[src/asa_consts.vh]
`ifndef ASA_CONSTS_VH
`define ASA_CONSTS_VH
`define ASA_PICK_DATA 2'h0
`define ASA_PICK_STAT 2'h1
`define ASA_PICK_CMD 2'h2
`define ASA_PICK_CTL 2'h3
`define ASA_CMD_ENABLE 0
`define ASA_CMD_RTS_LO 2
`define ASA_CMD_RTS_HI 3
`define ASA_CMD_RTS_ON 2'h2
`define ASA_CMD_RXIRQ_DIS 1
`define ASA_CTL_RXCLK 4
`define ASA_CTL_WLEN_LO 5
`define ASA_CTL_WLEN_HI 6
`define ASA_CTL_STOP2 7
`define ASA_ST_PARITY 0
`define ASA_ST_FRAMING 1
`define ASA_ST_OVERRUN 2
`define ASA_ST_RXFULL 3
`define ASA_ST_TXEMPTY 4
`define ASA_ST_CARRIER 5
`define ASA_ST_SETREADY 6
`define ASA_ST_IRQ 7
`define ASA_CMD_RESET 8'h00
`define ASA_CTL_RESET 8'h00
`define ASA_CMD_SOFT_MASK 8'hE0
`define ASA_CMD_PAR_EN 5
`define ASA_CMD_PAR_ODD 6
`define ASA_XTAL_MHZ_X10K 18432
`define ASA_CLK_MHZ 25
`define ASA_OVS 16
`define ASA_OVS_MID 4'h7
`define ASA_EXT_PERIOD_NS 400
`define ASA_FIFO_DEPTH 16
`define ASA_FIFO_AW 4
`endif

[src/asa_fifo.v]
`timescale 1ns/1ps
`default_nettype none
module asa_fifo #(
  parameter WIDTH = 8,
  parameter DEPTH = 16,
  parameter AW = 4
) (
  input wire clk_sys,
  input wire reset,
  input wire in_valid,
  output wire in_ready,
  input wire [WIDTH-1:0] in_data,
  output wire out_valid,
  input wire out_ready,
  output wire [WIDTH-1:0] out_data
);
  reg [WIDTH-1:0] mem [0:DEPTH-1];
  reg [AW-1:0] wr_r;
  reg [AW-1:0] rd_r;
  reg [AW:0] cnt_r;
  wire push;
  wire pop;
  assign in_ready = (cnt_r != DEPTH[AW:0]);
  assign out_valid = (cnt_r != {(AW+1){1'b0}});
  assign out_data = mem[rd_r];
  assign push = in_valid && in_ready;
  assign pop = out_valid && out_ready;
  always @(posedge clk_sys) begin
    if (push) begin
      mem[wr_r] <= in_data;
    end
    if (reset) begin
      wr_r <= {AW{1'b0}};
      rd_r <= {AW{1'b0}};
      cnt_r <= {(AW+1){1'b0}};
    end else begin
      if (push) begin
        wr_r <= wr_r + 1'b1;
      end
      if (pop) begin
        rd_r <= rd_r + 1'b1;
      end
      if (push && !pop) begin
        cnt_r <= cnt_r + 1'b1;
      end else if (pop && !push) begin
        cnt_r <= cnt_r - 1'b1;
      end
    end
  end
endmodule // asa_fifo
`default_nettype wire

[src/asa_top.v]
`timescale 1ns/1ps
`default_nettype none
`include "asa_consts.vh"
module asa_top (
  input wire clk_sys,
  input wire reset,
  input wire hardware_clear_n,
  input wire bus_phase_clock,
  input wire bus_read,
  input wire select_active_high,
  input wire select_active_low,
  input wire register_pick_lo,
  input wire register_pick_hi,
  input wire [7:0] parallel_bus_in,
  output reg [7:0] parallel_bus_out,
  output reg parallel_bus_oe,
  output reg irq_out,
  output reg irq_oe,
  input wire crystal_in,
  input wire receive_clock_16x_in,
  output reg receive_clock_16x_out,
  output reg receive_clock_16x_oe,
  output reg serial_out,
  input wire serial_in,
  output reg send_request_n,
  input wire clear_to_send_n,
  output reg terminal_ready_n,
  input wire set_ready_n,
  input wire carrier_present_n
);
  reg [7:0] cmd_r;
  reg [7:0] ctl_r;
  reg [7:0] rx_hold_r;
  reg rx_full_r, overrun_r, framing_r, parity_r, irq_r;
  reg err_arm_r;
  reg dsr_r, dcd_r, xtal_d_r, rxc_d_r, phase_d_r;
  reg [15:0] div_cnt_r;
  reg tick16_r;
  reg [3:0] tx_sub_r, rx_sub_r;
  reg [3:0] tx_bit_r, rx_bit_r;
  reg [10:0] tx_sh_r;
  reg tx_busy_r;
  reg [9:0] rx_sh_r;
  reg rx_busy_r;
  reg rx_s1_r, rx_s2_r;
  wire clr;
  wire sel;
  wire [1:0] pick;
  wire access;
  wire xtal_rise;
  wire rx_ext_tick;
  wire rx_tick;
  wire [15:0] divisor;
  wire f_valid, f_ready, f_out_valid;
  wire [7:0] f_out_data;
  wire f_pop;
  wire [3:0] wlen;
  wire [7:0] wmask;

  // single 25 MHz domain; bus clock and crystal are sampled as plain inputs
  function [15:0] baud_div;
    input [3:0] code;
    begin
      case (code)
        4'h1: baud_div = 16'h0900;
        4'h2: baud_div = 16'h0600;
        4'h3: baud_div = 16'h0417;
        4'h4: baud_div = 16'h0360;
        4'h5: baud_div = 16'h0180;
        4'h6: baud_div = 16'h00C0;
        4'h7: baud_div = 16'h0060;
        4'h8: baud_div = 16'h0040;
        4'h9: baud_div = 16'h0030;
        4'hA: baud_div = 16'h0020;
        4'hB: baud_div = 16'h0018;
        4'hC: baud_div = 16'h0010;
        4'hD: baud_div = 16'h000C;
        4'hE: baud_div = 16'h0008;
        4'hF: baud_div = 16'h0004;
        default: baud_div = 16'h0000;
      endcase
    end
  endfunction

  function parity_of;
    input [7:0] d;
    input [7:0] m;
    input odd;
    begin
      parity_of = ^(d & m) ^ odd;
    end
  endfunction

  assign clr = reset || !hardware_clear_n;
  assign sel = select_active_high && !select_active_low;
  assign pick = {register_pick_hi, register_pick_lo};
  assign access = sel && bus_phase_clock && !phase_d_r;
  assign xtal_rise = crystal_in && !xtal_d_r;
  assign rx_ext_tick = receive_clock_16x_in && !rxc_d_r;
  assign divisor = baud_div(ctl_r[3:0]);
  // code 0 means the crystal pin itself is the 16x clock
  assign rx_tick = ctl_r[`ASA_CTL_RXCLK] ? tick16_r : rx_ext_tick;
  assign wlen = 4'h8 - {2'h0, ctl_r[`ASA_CTL_WLEN_HI:`ASA_CTL_WLEN_LO]};
  assign wmask = 8'hFF >> ctl_r[`ASA_CTL_WLEN_HI:`ASA_CTL_WLEN_LO];
  assign f_valid = access && !bus_read && pick == `ASA_PICK_DATA;
  assign f_pop = f_out_valid && !tx_busy_r && !clear_to_send_n && tick16_r && tx_sub_r == 4'hF;

  asa_fifo #(.WIDTH(8), .DEPTH(`ASA_FIFO_DEPTH), .AW(`ASA_FIFO_AW)) u_fifo (
    .clk_sys(clk_sys),
    .reset(clr),
    .in_valid(f_valid),
    .in_ready(f_ready),
    .in_data(parallel_bus_in),
    .out_valid(f_out_valid),
    .out_ready(f_pop),
    .out_data(f_out_data)
  );

  always @(posedge clk_sys) begin
    phase_d_r <= bus_phase_clock;
    xtal_d_r <= crystal_in;
    rxc_d_r <= receive_clock_16x_in;
    rx_s1_r <= serial_in;
    rx_s2_r <= rx_s1_r;
    if (clr) begin
      cmd_r <= `ASA_CMD_RESET;
      ctl_r <= `ASA_CTL_RESET;
      rx_hold_r <= 8'h00;
      rx_full_r <= 1'b0;
      overrun_r <= 1'b0;
      framing_r <= 1'b0;
      parity_r <= 1'b0;
      irq_r <= 1'b0;
      err_arm_r <= 1'b0;
      dsr_r <= 1'b1;
      dcd_r <= 1'b1;
      div_cnt_r <= 16'h0000;
      tick16_r <= 1'b0;
      tx_sub_r <= 4'h0;
      rx_sub_r <= 4'h0;
      tx_bit_r <= 4'h0;
      rx_bit_r <= 4'h0;
      tx_sh_r <= 11'h7FF;
      tx_busy_r <= 1'b0;
      rx_sh_r <= 10'h000;
      rx_busy_r <= 1'b0;
      parallel_bus_out <= 8'h00;
      parallel_bus_oe <= 1'b0;
      irq_out <= 1'b0;
      irq_oe <= 1'b0;
      receive_clock_16x_out <= 1'b0;
      receive_clock_16x_oe <= 1'b0;
      serial_out <= 1'b1;
      send_request_n <= 1'b1;
      terminal_ready_n <= 1'b1;
    end else begin
      // bus accesses first, so a flag event later in this cycle beats its clear-on-read
      parallel_bus_oe <= sel && bus_read && bus_phase_clock;
      if (access && bus_read) begin
        case (pick)
          `ASA_PICK_DATA: begin
            parallel_bus_out <= rx_hold_r;
            rx_full_r <= 1'b0;
            err_arm_r <= 1'b1;
          end
          `ASA_PICK_STAT: begin
            parallel_bus_out <= {irq_r, dsr_r, dcd_r, !tx_busy_r && !f_out_valid,
                                 rx_full_r, overrun_r, framing_r, parity_r};
            irq_r <= 1'b0;
          end
          `ASA_PICK_CMD: parallel_bus_out <= cmd_r;
          `ASA_PICK_CTL: parallel_bus_out <= ctl_r;
          default: parallel_bus_out <= 8'h00;
        endcase
      end else if (access && !bus_read) begin
        case (pick)
          `ASA_PICK_STAT: begin
            cmd_r <= cmd_r & `ASA_CMD_SOFT_MASK;
            overrun_r <= 1'b0;
          end
          `ASA_PICK_CMD: cmd_r <= parallel_bus_in;
          `ASA_PICK_CTL: ctl_r <= parallel_bus_in;
          default: cmd_r <= cmd_r;
        endcase
      end
      // baud generator off the sampled crystal edge
      tick16_r <= 1'b0;
      if (divisor == 16'h0000) begin
        tick16_r <= xtal_rise;
      end else if (xtal_rise) begin
        if (div_cnt_r >= divisor - 16'h0001) begin
          div_cnt_r <= 16'h0000;
          tick16_r <= 1'b1;
        end else begin
          div_cnt_r <= div_cnt_r + 16'h0001;
        end
      end
      if (tick16_r) begin
        tx_sub_r <= tx_sub_r + 4'h1;
      end
      // transmitter; clear-to-send high stalls starts
      if (f_pop) begin
        tx_sh_r <= {2'h3, parity_of(f_out_data, wmask, cmd_r[`ASA_CMD_PAR_ODD]), f_out_data & wmask};
        tx_busy_r <= 1'b1;
        tx_bit_r <= 4'h0;
        serial_out <= 1'b0;
      end else if (tx_busy_r && tick16_r && tx_sub_r == 4'hF) begin
        if (tx_bit_r == wlen + {3'h0, cmd_r[`ASA_CMD_PAR_EN]} + {3'h0, ctl_r[`ASA_CTL_STOP2]}) begin
          tx_busy_r <= 1'b0;
          serial_out <= 1'b1;
        end else begin
          // parity slot driven high as a stop bit when disabled
          serial_out <= (tx_bit_r == wlen && !cmd_r[`ASA_CMD_PAR_EN]) ? 1'b1 :
                        (tx_bit_r < wlen ? tx_sh_r[tx_bit_r] : (tx_bit_r == wlen ? tx_sh_r[8] : 1'b1));
          tx_bit_r <= tx_bit_r + 4'h1;
        end
      end
      // receiver, gated by carrier
      if (carrier_present_n) begin
        rx_busy_r <= 1'b0;
      end else if (rx_tick) begin
        if (!rx_busy_r) begin
          if (!rx_s2_r) begin
            rx_busy_r <= 1'b1;
            rx_sub_r <= 4'h0;
            rx_bit_r <= 4'h0;
          end
        end else begin
          rx_sub_r <= rx_sub_r + 4'h1;
          if (rx_sub_r == `ASA_OVS_MID) begin
            if (rx_bit_r == 4'h0 && rx_s2_r) begin
              rx_busy_r <= 1'b0; // false start
            end else if (rx_bit_r == wlen + {3'h0, cmd_r[`ASA_CMD_PAR_EN]} + 4'h1) begin
              rx_busy_r <= 1'b0;
              rx_hold_r <= rx_sh_r[7:0] & wmask;
              rx_full_r <= 1'b1;
              // old errors stay until a data read is followed by the next character, or for overrun until a status write
              overrun_r <= rx_full_r || (overrun_r && !err_arm_r);
              framing_r <= !rx_s2_r || (framing_r && !err_arm_r);
              parity_r <= (cmd_r[`ASA_CMD_PAR_EN] &&
                (parity_of(rx_sh_r[7:0], wmask, cmd_r[`ASA_CMD_PAR_ODD]) != rx_sh_r[8])) ||
                (parity_r && !err_arm_r);
              if (!rx_full_r && !cmd_r[`ASA_CMD_RXIRQ_DIS]) begin
                irq_r <= 1'b1;
              end
              if (err_arm_r) begin
                err_arm_r <= 1'b0;
              end
            end else begin
              if (rx_bit_r != 4'h0) begin
                if (rx_bit_r <= wlen) begin
                  rx_sh_r[rx_bit_r - 4'h1] <= rx_s2_r;
                end else begin
                  rx_sh_r[8] <= rx_s2_r;
                end
              end
              rx_bit_r <= rx_bit_r + 4'h1;
            end
          end
        end
      end
      // modem status change
      dsr_r <= set_ready_n;
      dcd_r <= carrier_present_n;
      if (cmd_r[`ASA_CMD_ENABLE] && (dsr_r != set_ready_n || dcd_r != carrier_present_n)) begin
        irq_r <= 1'b1;
      end
      if (err_arm_r && rx_full_r && !overrun_r && !framing_r && !parity_r) begin
        err_arm_r <= 1'b0;
      end
      irq_out <= 1'b0;
      irq_oe <= irq_r;
      receive_clock_16x_oe <= ctl_r[`ASA_CTL_RXCLK];
      receive_clock_16x_out <= tick16_r ? !receive_clock_16x_out : receive_clock_16x_out;
      send_request_n <= cmd_r[`ASA_CMD_RTS_HI:`ASA_CMD_RTS_LO] == 2'h0;
      terminal_ready_n <= !cmd_r[`ASA_CMD_ENABLE];
    end
  end
endmodule // asa_top
`default_nettype wire

[config.mk]
export PLATFORM = sky130hd
export DESIGN_NAME = asa_top
export DESIGN_NICKNAME = d
export VERILOG_FILES = /design/src/asa_fifo.v /design/src/asa_top.v
export VERILOG_INCLUDE_DIRS = /design/src /design/src/src
export SDC_FILE = /design/constraint.sdc
export NUM_CORES = 1
export LEC_CHECK = 0
export ABC_AREA = 0
export BUFFER_PORTS_ARGS = -buffer_cell sky130_fd_sc_hd__buf_2
export CAP_MARGIN = 10
export CORE_ASPECT_RATIO = 1.75
export CORE_MARGIN = 2
export CORE_UTILIZATION = 55
export DETAILED_ROUTE_END_ITERATION = 12
export PLACE_DENSITY = 0.72
export SLEW_MARGIN = 15
export SYNTH_ARGS = -nofsm -noshare
export SYNTH_HDL_FRONTEND = slang
export SYNTH_SLANG_ARGS = --single-unit
[constraint.sdc]
create_clock -name clk_sys -period 9.5 [get_ports clk_sys]
set_input_delay 1.425 -clock clk_sys [delete_from_list [all_inputs] [get_ports clk_sys]]
set_output_delay 1.425 -clock clk_sys [all_outputs]
set_load 0.05 [all_outputs]
==> results of run 1 <==
-- layer usage --
layer / up-vias / GRT usage [%]
met5: - / 0
met1: 3682 / 24.0
met2: 165 / 43.6
met3: 59 / 3.05
li1: 3697 / -
met4: 2 / 8.70
-- cell usage in the layout (no fill, tap or decap), types with 4 or more instances in the layout --
master                      synthesis  final
sky130_fd_sc_hd__a21o_1             8      8
sky130_fd_sc_hd__a21oi_1           46     46
sky130_fd_sc_hd__a222oi_1           7      7
sky130_fd_sc_hd__a22oi_1            8      8
sky130_fd_sc_hd__a31oi_1            6      6
sky130_fd_sc_hd__and2_1             4      4
sky130_fd_sc_hd__and3_1             6      6
sky130_fd_sc_hd__buf_2              4     37
sky130_fd_sc_hd__buf_4              2      6
sky130_fd_sc_hd__bufinv_16          0      4
sky130_fd_sc_hd__clkbuf_16          0     26
sky130_fd_sc_hd__clkinv_1           0      4
sky130_fd_sc_hd__clkinv_2           0      5
sky130_fd_sc_hd__dfxtp_1          133    132
sky130_fd_sc_hd__edfxtp_1         128    128
sky130_fd_sc_hd__ha_1              58     58
sky130_fd_sc_hd__inv_1             27     27
sky130_fd_sc_hd__mux2i_1           45     45
sky130_fd_sc_hd__mux4_1             5      5
sky130_fd_sc_hd__mux4_2            34     34
sky130_fd_sc_hd__nand2_1           94     94
sky130_fd_sc_hd__nand2b_1          10      9
sky130_fd_sc_hd__nand3_1           34     34
sky130_fd_sc_hd__nand3b_1           9      9
sky130_fd_sc_hd__nand4_1           10     10
sky130_fd_sc_hd__nor2_1           107    107
sky130_fd_sc_hd__nor2b_1           17     16
sky130_fd_sc_hd__nor3_1            18     15
sky130_fd_sc_hd__nor3b_1            6      6
sky130_fd_sc_hd__nor4_1             4      4
sky130_fd_sc_hd__o211ai_1           7      7
sky130_fd_sc_hd__o21a_1             4      4
sky130_fd_sc_hd__o21ai_0           24     24
sky130_fd_sc_hd__or3_1              8      8
sky130_fd_sc_hd__xnor2_1           34     34
sky130_fd_sc_hd__xor2_1            22     22
-- worst register-to-register path: stages (launching register included) --
cell and delay [ns]:
sky130_fd_sc_hd__dfxtp_1 0.60, sky130_fd_sc_hd__nand4_1 0.22, sky130_fd_sc_hd__nor4_2 0.78, sky130_fd_sc_hd__inv_1 0.49, sky130_fd_sc_hd__ha_1 0.38, sky130_fd_sc_hd__inv_1 0.14
sky130_fd_sc_hd__ha_1 0.28, sky130_fd_sc_hd__a21o_1 0.19, sky130_fd_sc_hd__a21oi_1 0.17, sky130_fd_sc_hd__xnor2_1 0.09, sky130_fd_sc_hd__or3_1 0.30, sky130_fd_sc_hd__a21oi_1 0.14
-- layout make-up --
type	instances	share of cell area (%)
Sequential cell	261	49.5
Tap cell	292	2.78
Clock buffer	29	5.06
Multi-Input combinational cell	672	38.8
Clock inverter	15	1.31
Timing Repair Buffer	43	1.75
Inverter	27	0.771
-- flip-flops by register name (all words and copies together) (netlist names), 5 cells and up, named ones only --
register	count
rx_sh_r	9
parallel_bus_out	8
ctl_r	8
divisor	11
cmd_r	8
div_cnt_r	16
tx_sh_r	9
u_fifo.mem	128
u_fifo.cnt_r	5
rx_hold_r	8
-- through the flow --
step / setup WS (ns) / instance area [um^2] / instances / utilization [%]
after floorplan: 5.37 / 11900 / 1009 / -
final: 5.39 / 13100 / 1339 / 61.4
after CTS: 5.39 / 13100 / 1339 / 61.3
after global placement: 4.94 / 12300 / 1295 / 57.4
after detailed placement: 4.89 / 12300 / 1295 / 57.4
after global routing: 5.24 / 13100 / 1339 / 61.4
-- worst paths after layout --
kind                                        to                start  slack (ns)  depth (start not counted)
setup / recovery  u_fifo.cnt_r[4]$_SDFFE_PP0P_      clear_to_send_n        5.39                         11
hold / removal                 rx_s2_r$_DFF_P_      rx_s1_r$_DFF_P_        0.34                          0
setup reg to reg  u_fifo.cnt_r[4]$_SDFFE_PP0P_  tick16_r$_SDFF_PP0_        5.64                         11
hold reg to reg                rx_s2_r$_DFF_P_      rx_s1_r$_DFF_P_        0.34                          0
-- cells by family (layout without fill, tap and decap cells) --
| family | Yosys count | count (layout) | synth area share [%] |
|---|---|---|---|
| compound gates | 126 | 126 | 6.59 |
| xor+xnor | 58 | 58 | 4.39 |
| fa+ha+maj | 60 | 60 | 6.43 |
| buf+inv | 76 | 114 | 2.83 |
| flops | 261 | 261 | 54.6 |
| mux | 87 | 87 | 11.6 |
| other cells | 1 | 1 | 0.0315 |
| simple gates | 340 | 340 | 13.5 |
-- power by group through the flow --
stage / sequential (uW) / combinational [uW] / clock (uW)
global placement: 1210 / 44.0 / 0
global route: 1180 / 48.0 / 1090
detailed placement: 1210 / 44.3 / 0
CTS: 1180 / 44.4 / 1040
floorplan: 1210 / 21.8 / 0
finish: 1180 / 43.9 / 1020
==> results by group, run 1 <==
Logic synthesis
  • Most common flop cell mapped by yosys: sky130_fd_sc_hd__dfxtp_1
  • Mean post-synth cell area: 11.8 um^2
  • Most common cell in the netlist: sky130_fd_sc_hd__dfxtp_1
  • Yosys warning count: 0
  • Post-synthesis sequential element count: 261
  • Count of flip-flops with a built-in enable after synthesis: 128
  • Area share of the leading cell type in the synthesized netlist: 32.3%
  • Post-synth top area cell: sky130_fd_sc_hd__edfxtp_1
  • Synthesized cell area: 0.0119 mm^2
  • Async SR Flop Fraction: 0%
  • Top cells by count, synth: 133 x sky130_fd_sc_hd__dfxtp_1, 128 x sky130_fd_sc_hd__edfxtp_1, 107 x sky130_fd_sc_hd__nor2_1, 94 x sky130_fd_sc_hd__nand2_1, 58 x sky130_fd_sc_hd__ha_1
  • Share of synthesized area occupied by flip-flops and latches: 54.6%
  • Post-synthesis cell type count: 60
  • Number of instances in the synthesized netlist: 1009
  • Most area-consuming cells after synthesis: sky130_fd_sc_hd__edfxtp_1 32%, sky130_fd_sc_hd__dfxtp_1 22%, sky130_fd_sc_hd__mux4_2 6.4%, sky130_fd_sc_hd__ha_1 6.1%, sky130_fd_sc_hd__mux2i_1 3.8%
  • Net count after synthesis: 1092

Pwr
  • Net switching component of the power: 450 uW
  • Switching power as a share of total power: 20.0%
  • Proportion of power drawn by flip-flops and latches: 52.6%
  • Combinational power share: 2.0%
  • Total chip power: 2250 uW
  • Leakage power summed over all cells: 0.00474 uW
  • Int Pwr: 1800 uW
  • Fraction of power consumed by the clock network: 45.5%
  • Peak supply drop: 0.159 mV
  • Power per cell area: 171 mW/mm^2

Timing
  • Post-Route Hold Slack: 0.345 ns
  • F_max: 243 MHz
  • Slew of the pin with the lowest slew margin: 1.12 ns
  • RSZ-0062 raised after global routing: false
  • Final period utilization: 43.3%
  • Rel. slew slack: 24.8%
  • Final hold violation count: 0
  • Setup skew after layout: 0.0184 ns
  • Clock period minus worst slack: 4.11 ns
  • Setup TNS Final: 0 ns
  • Number of endpoints failing setup at the final stage: 0
  • Max-slew violation count: 0

Outcome
  • Run status: complete, no violations

Detailed routing
  • Final wirelength: 25200 um
  • Remaining antenna violation count: 0
  • Wire length per cell: 18.8 um
  • Via Count: 7605
  • Number of vias per cell: 5.68
  • Length of routed wiring on met1: 9390 um
  • Number of DRC markers in iteration 0: 551
  • Post-route DRC: 0
  • Wire length on met2: 14000 um
  • Number of optimization iterations in the first detailed-route pass: 5
  • Wire length on met3: 862 um
  • Highest routing layer actually used: met5

Global routing
  • Total routing usage reported by global routing: 22.5%
  • Global-route wire length before repair: 39600 um
  • Gr ovfl total: 0
  • Via count of the first global-routing pass: 7554
  • Maximum number of pins on one net before global-route repair: 85
  • Number of antenna violations at the first check in global routing: 1

Critical path
  • Worst setup EP type: flip-flop
  • Arrival time at the worst endpoint: 4.53 ns
  • Crit-path cells: buf_2, nor4_2, inv_1, ha_1, inv_1, ha_1, a21o_1, a21oi_1, xnor2_1, or3_1, a21oi_1
  • Crit start category: input port
  • Crit path required time: 9.92 ns
  • Cell family with the largest share of critical-path delay: simple AND/OR/NAND/NOR gates
  • Critical Path Fanout Max: 16
  • Critical Setup Path Class: input port to flip-flop
  • Cell type of the slowest stage on the worst timing path: sky130_fd_sc_hd__nor4_2
  • Delay of the slowest cell on the worst path: 0.83 ns
  • Buf+Inv Stages, Crit Path: 3

Worst hold path
  • Hold/Removal Path Class: flip-flop to flip-flop

Clock tree
  • Number of sinks driven by the clock tree: 261
  • Clk pin slew, worst setup/hold paths: 0.07 ns
  • Deepest level of the CTS H-tree: 1
  • Clock root buffer: sky130_fd_sc_hd__clkbuf_16
  • Clock buffer count from CTS: 24
  • Clock tree from TritonCTS: done
  • Clock latency on the worst-skew pair: 0.52 ns
  • Hold-fix buffers, CTS: 0
  • Maximum number of buffers from clock root to sink: 3
  • Gates resized, CTS repair: 0
  • Count of buffers added by post-CTS timing repair for setup: 0

Flow run
  • Max Cap Viol: 0

Floorplanning
  • Core outline area: 0.0214 mm^2
  • DIE AREA: 0.0229 mm^2
  • Initial core utilization: 55.6%
  • FP Rows: 71
  • Chip width: 115 um
  • Number of ports placed on the die boundary: 39
  • Die Y: 199 um

Finish
  • Share of post-route cells with drive strength above 1: 12.3%
  • Sequential cell area in the final layout: 0.00651 mm^2
  • Area of the multi-input gates: 0.00510 mm^2
  • Number of nets in the final layout: 1112
  • Antenna diodes: 0
  • Layout filler cell count: 1695
  • Relative area change from synthesis to final layout: 10.3%

Place
  • IO Port Bufs: 37
  • Post-detail-place hpwl: 17600 um
  • Placer's final routability congestion estimate: 0.861
Note: power is estimated with default switching activity, not from simulation.
==> run 2: changes to the inputs <==
- PLACE_DENSITY: 0.72 -> 0.75
- clock period: 9.5 -> 3.6 ns (I/O delays scaled with it)
==> run 2 against run 1 <==
Net effect:
- combinational power rose to 2.7 times the previous value
- global-route usage grew 0.31 points
- final area grew 2.0%
- core utilization increased by 1.3 points
- hold slack got worse by 0.23 ns
- clock skew is 0.0084 ns lower
- via count increased by 1.8%
- sequential cell count is the same
- clock power rose to 2.7 times the previous value
- die area unchanged
- critical endpoint is now rx_hold_r[5]$_SDFFE_PP0P_
==> results by group, run 2 (synthesis results as in run 1) <==
Timing
  • Rel. slew slack: 35.1%
  • Clock period minus worst slack: 3.23 ns
  • F_max: 310 MHz
  • Final period utilization: 89.7%
  • Slew of the pin with the lowest slew margin: 0.974 ns
  • RSZ-0062 raised after global routing: false
  • Max-slew violation count: 0
  • Number of endpoints failing setup at the final stage: 0
  • Setup skew after layout: 0.0101 ns
  • Setup TNS Final: 0 ns
  • Final hold violation count: 0

Global routing
  • Via count of the first global-routing pass: 7789
  • Number of antenna violations at the first check in global routing: 0
  • Gr ovfl total: 0
  • Global-route wire length before repair: 40300 um
  • Total routing usage reported by global routing: 22.8%
  • Maximum number of pins on one net before global-route repair: 82

Flow run
  • Max Cap Viol: 0

Floorplanning
  • Chip width: 115 um
  • FP Rows: 71
  • DIE AREA: 0.0229 mm^2
  • Core outline area: 0.0214 mm^2
  • Die Y: 199 um
  • Number of ports placed on the die boundary: 39
  • Initial core utilization: 55.6%

Finish
  • Max reg flops: 128
  • Most flop-heavy register: u_fifo.mem
  • Most common cell after layout, fill and taps aside: sky130_fd_sc_hd__dfxtp_1
  • Number of nets in the final layout: 1145
  • Antenna diodes: 0
  • Relative area change from synthesis to final layout: 12.6%
  • Layout filler cell count: 1653
  • Top library cells by usage in the layout, fill and taps aside: 132 x sky130_fd_sc_hd__dfxtp_1, 128 x sky130_fd_sc_hd__edfxtp_1, 107 x sky130_fd_sc_hd__nor2_1, 94 x sky130_fd_sc_hd__nand2_1, 58 x sky130_fd_sc_hd__ha_1
  • Share of post-route cells with drive strength above 1: 14.8%

Clock tree
  • Clock buffer count from CTS: 25
  • Clk pin slew, worst setup/hold paths: 0.06 ns
  • Clock latency on the worst-skew pair: 0.52 ns
  • Gates resized, CTS repair: 0
  • Clock tree from TritonCTS: done
  • Maximum number of buffers from clock root to sink: 3
  • Hold-fix buffers, CTS: 0
  • Deepest level of the CTS H-tree: 1
  • Number of sinks driven by the clock tree: 261
  • Clock root buffer: sky130_fd_sc_hd__clkbuf_16
  • Count of buffers added by post-CTS timing repair for setup: 0

Critical path
  • Crit-path cells: ha_1, inv_1, fa_1, inv_1, ha_1, xor2_1, mux2i_1, a32oi_1, nor2_1, and3_1, buf_4, mux2i_1, nor2_1
  • Delay of the slowest cell on the worst path: 0.51 ns
  • Cell type of the slowest stage on the worst timing path: sky130_fd_sc_hd__fa_1
  • Crit start category: flip-flop
  • Critical Path Fanout Max: 9
  • Crit path required time: 3.97 ns
  • Critical Setup Path Class: flip-flop to flip-flop
  • Arrival time at the worst endpoint: 3.60 ns
  • Worst setup EP type: flip-flop
  • Setup crit start: cmd_r[5]$_SDFFE_PP0P_
  • Reg-to-reg critical path startpoint: cmd_r[5]$_SDFFE_PP0P_

Pwr
  • Total chip power: 6020 uW
  • Power per cell area: 449 mW/mm^2
  • Peak supply drop: 0.399 mV
  • Leakage power summed over all cells: 0.00491 uW

Place
  • IO Port Bufs: 37
  • Placer's final routability congestion estimate: 0.873
  • Post-detail-place hpwl: 18300 um

Worst hold path
  • Hold/Removal Path Class: input port to flip-flop
  • Startpoint of the most critical hold path: serial_in

Detailed routing
  • Via Count: 7740
  • Wire length per cell: 18.5 um
  • Number of DRC markers in iteration 0: 421
  • Remaining antenna violation count: 0
  • Number of vias per cell: 5.64
  • Post-route DRC: 0
  • Number of optimization iterations in the first detailed-route pass: 8
  • Final wirelength: 25300 um

Outcome
  • Run status: complete, no violations
-- run 2: stage by stage --
stage / instances / util, % / hold slack, ns / cell area (um^2) / setup slack [ns]
after detailed placement: 1327 / 58.5 / 0.324 / 12500 / 0.407
final: 1372 / 62.6 / 0.120 / 13400 / 0.371
after CTS: 1372 / 62.6 / 0.104 / 13400 / 0.362
after floorplan: 1009 / - / 0.310 / 11900 / 0.290
after global placement: 1327 / 58.5 / 0.323 / 12500 / 0.511
after global routing: 1372 / 62.6 / 0.108 / 13400 / 0.120
-- run 2: power breakdown --
part	leakage [uW]	switching (uW)	internal, uW	total [uW]
sequential	0.00222	6.30	3120	3120
clock	0.000428	1080	1700	2780
combinational	0.00225	85.0	32.3	117
total	0.00491	1180	4850	6020
-- run 2: final timing paths --
path	endpoint	slack, ns	cells after the start
setup reg to reg	rx_hold_r[5]$_SDFFE_PP0P_	0.37	13
hold / removal	rx_s1_r$_DFF_P_	0.12	1
setup / recovery	rx_hold_r[5]$_SDFFE_PP0P_	0.37	13
hold reg to reg	rx_s2_r$_DFF_P_	0.33	0
-- run 2: layout make-up --
class	instances	area, um^2	share of cell area (%)
sequential	261	6510	48.5
multi-input combinational	672	5080	37.9
clock buffer	31	678	5.06
timing repair buffer	75	470	3.51
tap	292	365	2.72
clock inverter	14	208	1.55
inverter	27	101	0.756
-- run 2: per-layer routing --
layer	up-vias	global-route usage [%]	routed length, um
li1	3770	-	-
met1	3726	24.0	9120
met2	177	43.5	14100
met3	67	2.59	751
met4	0	11.6	1330
met5	-	0	0
-- run 2: worst max-delay path, delay by kind of cell (launching register included) --
kind	cells	cell delay (ns)
fa+ha+maj	3	0.88
simple gates	3	0.67
mux	2	0.42
flops	1	0.42
buf+inv	3	0.39
xor+xnor	1	0.21
compound gates	1	0.10
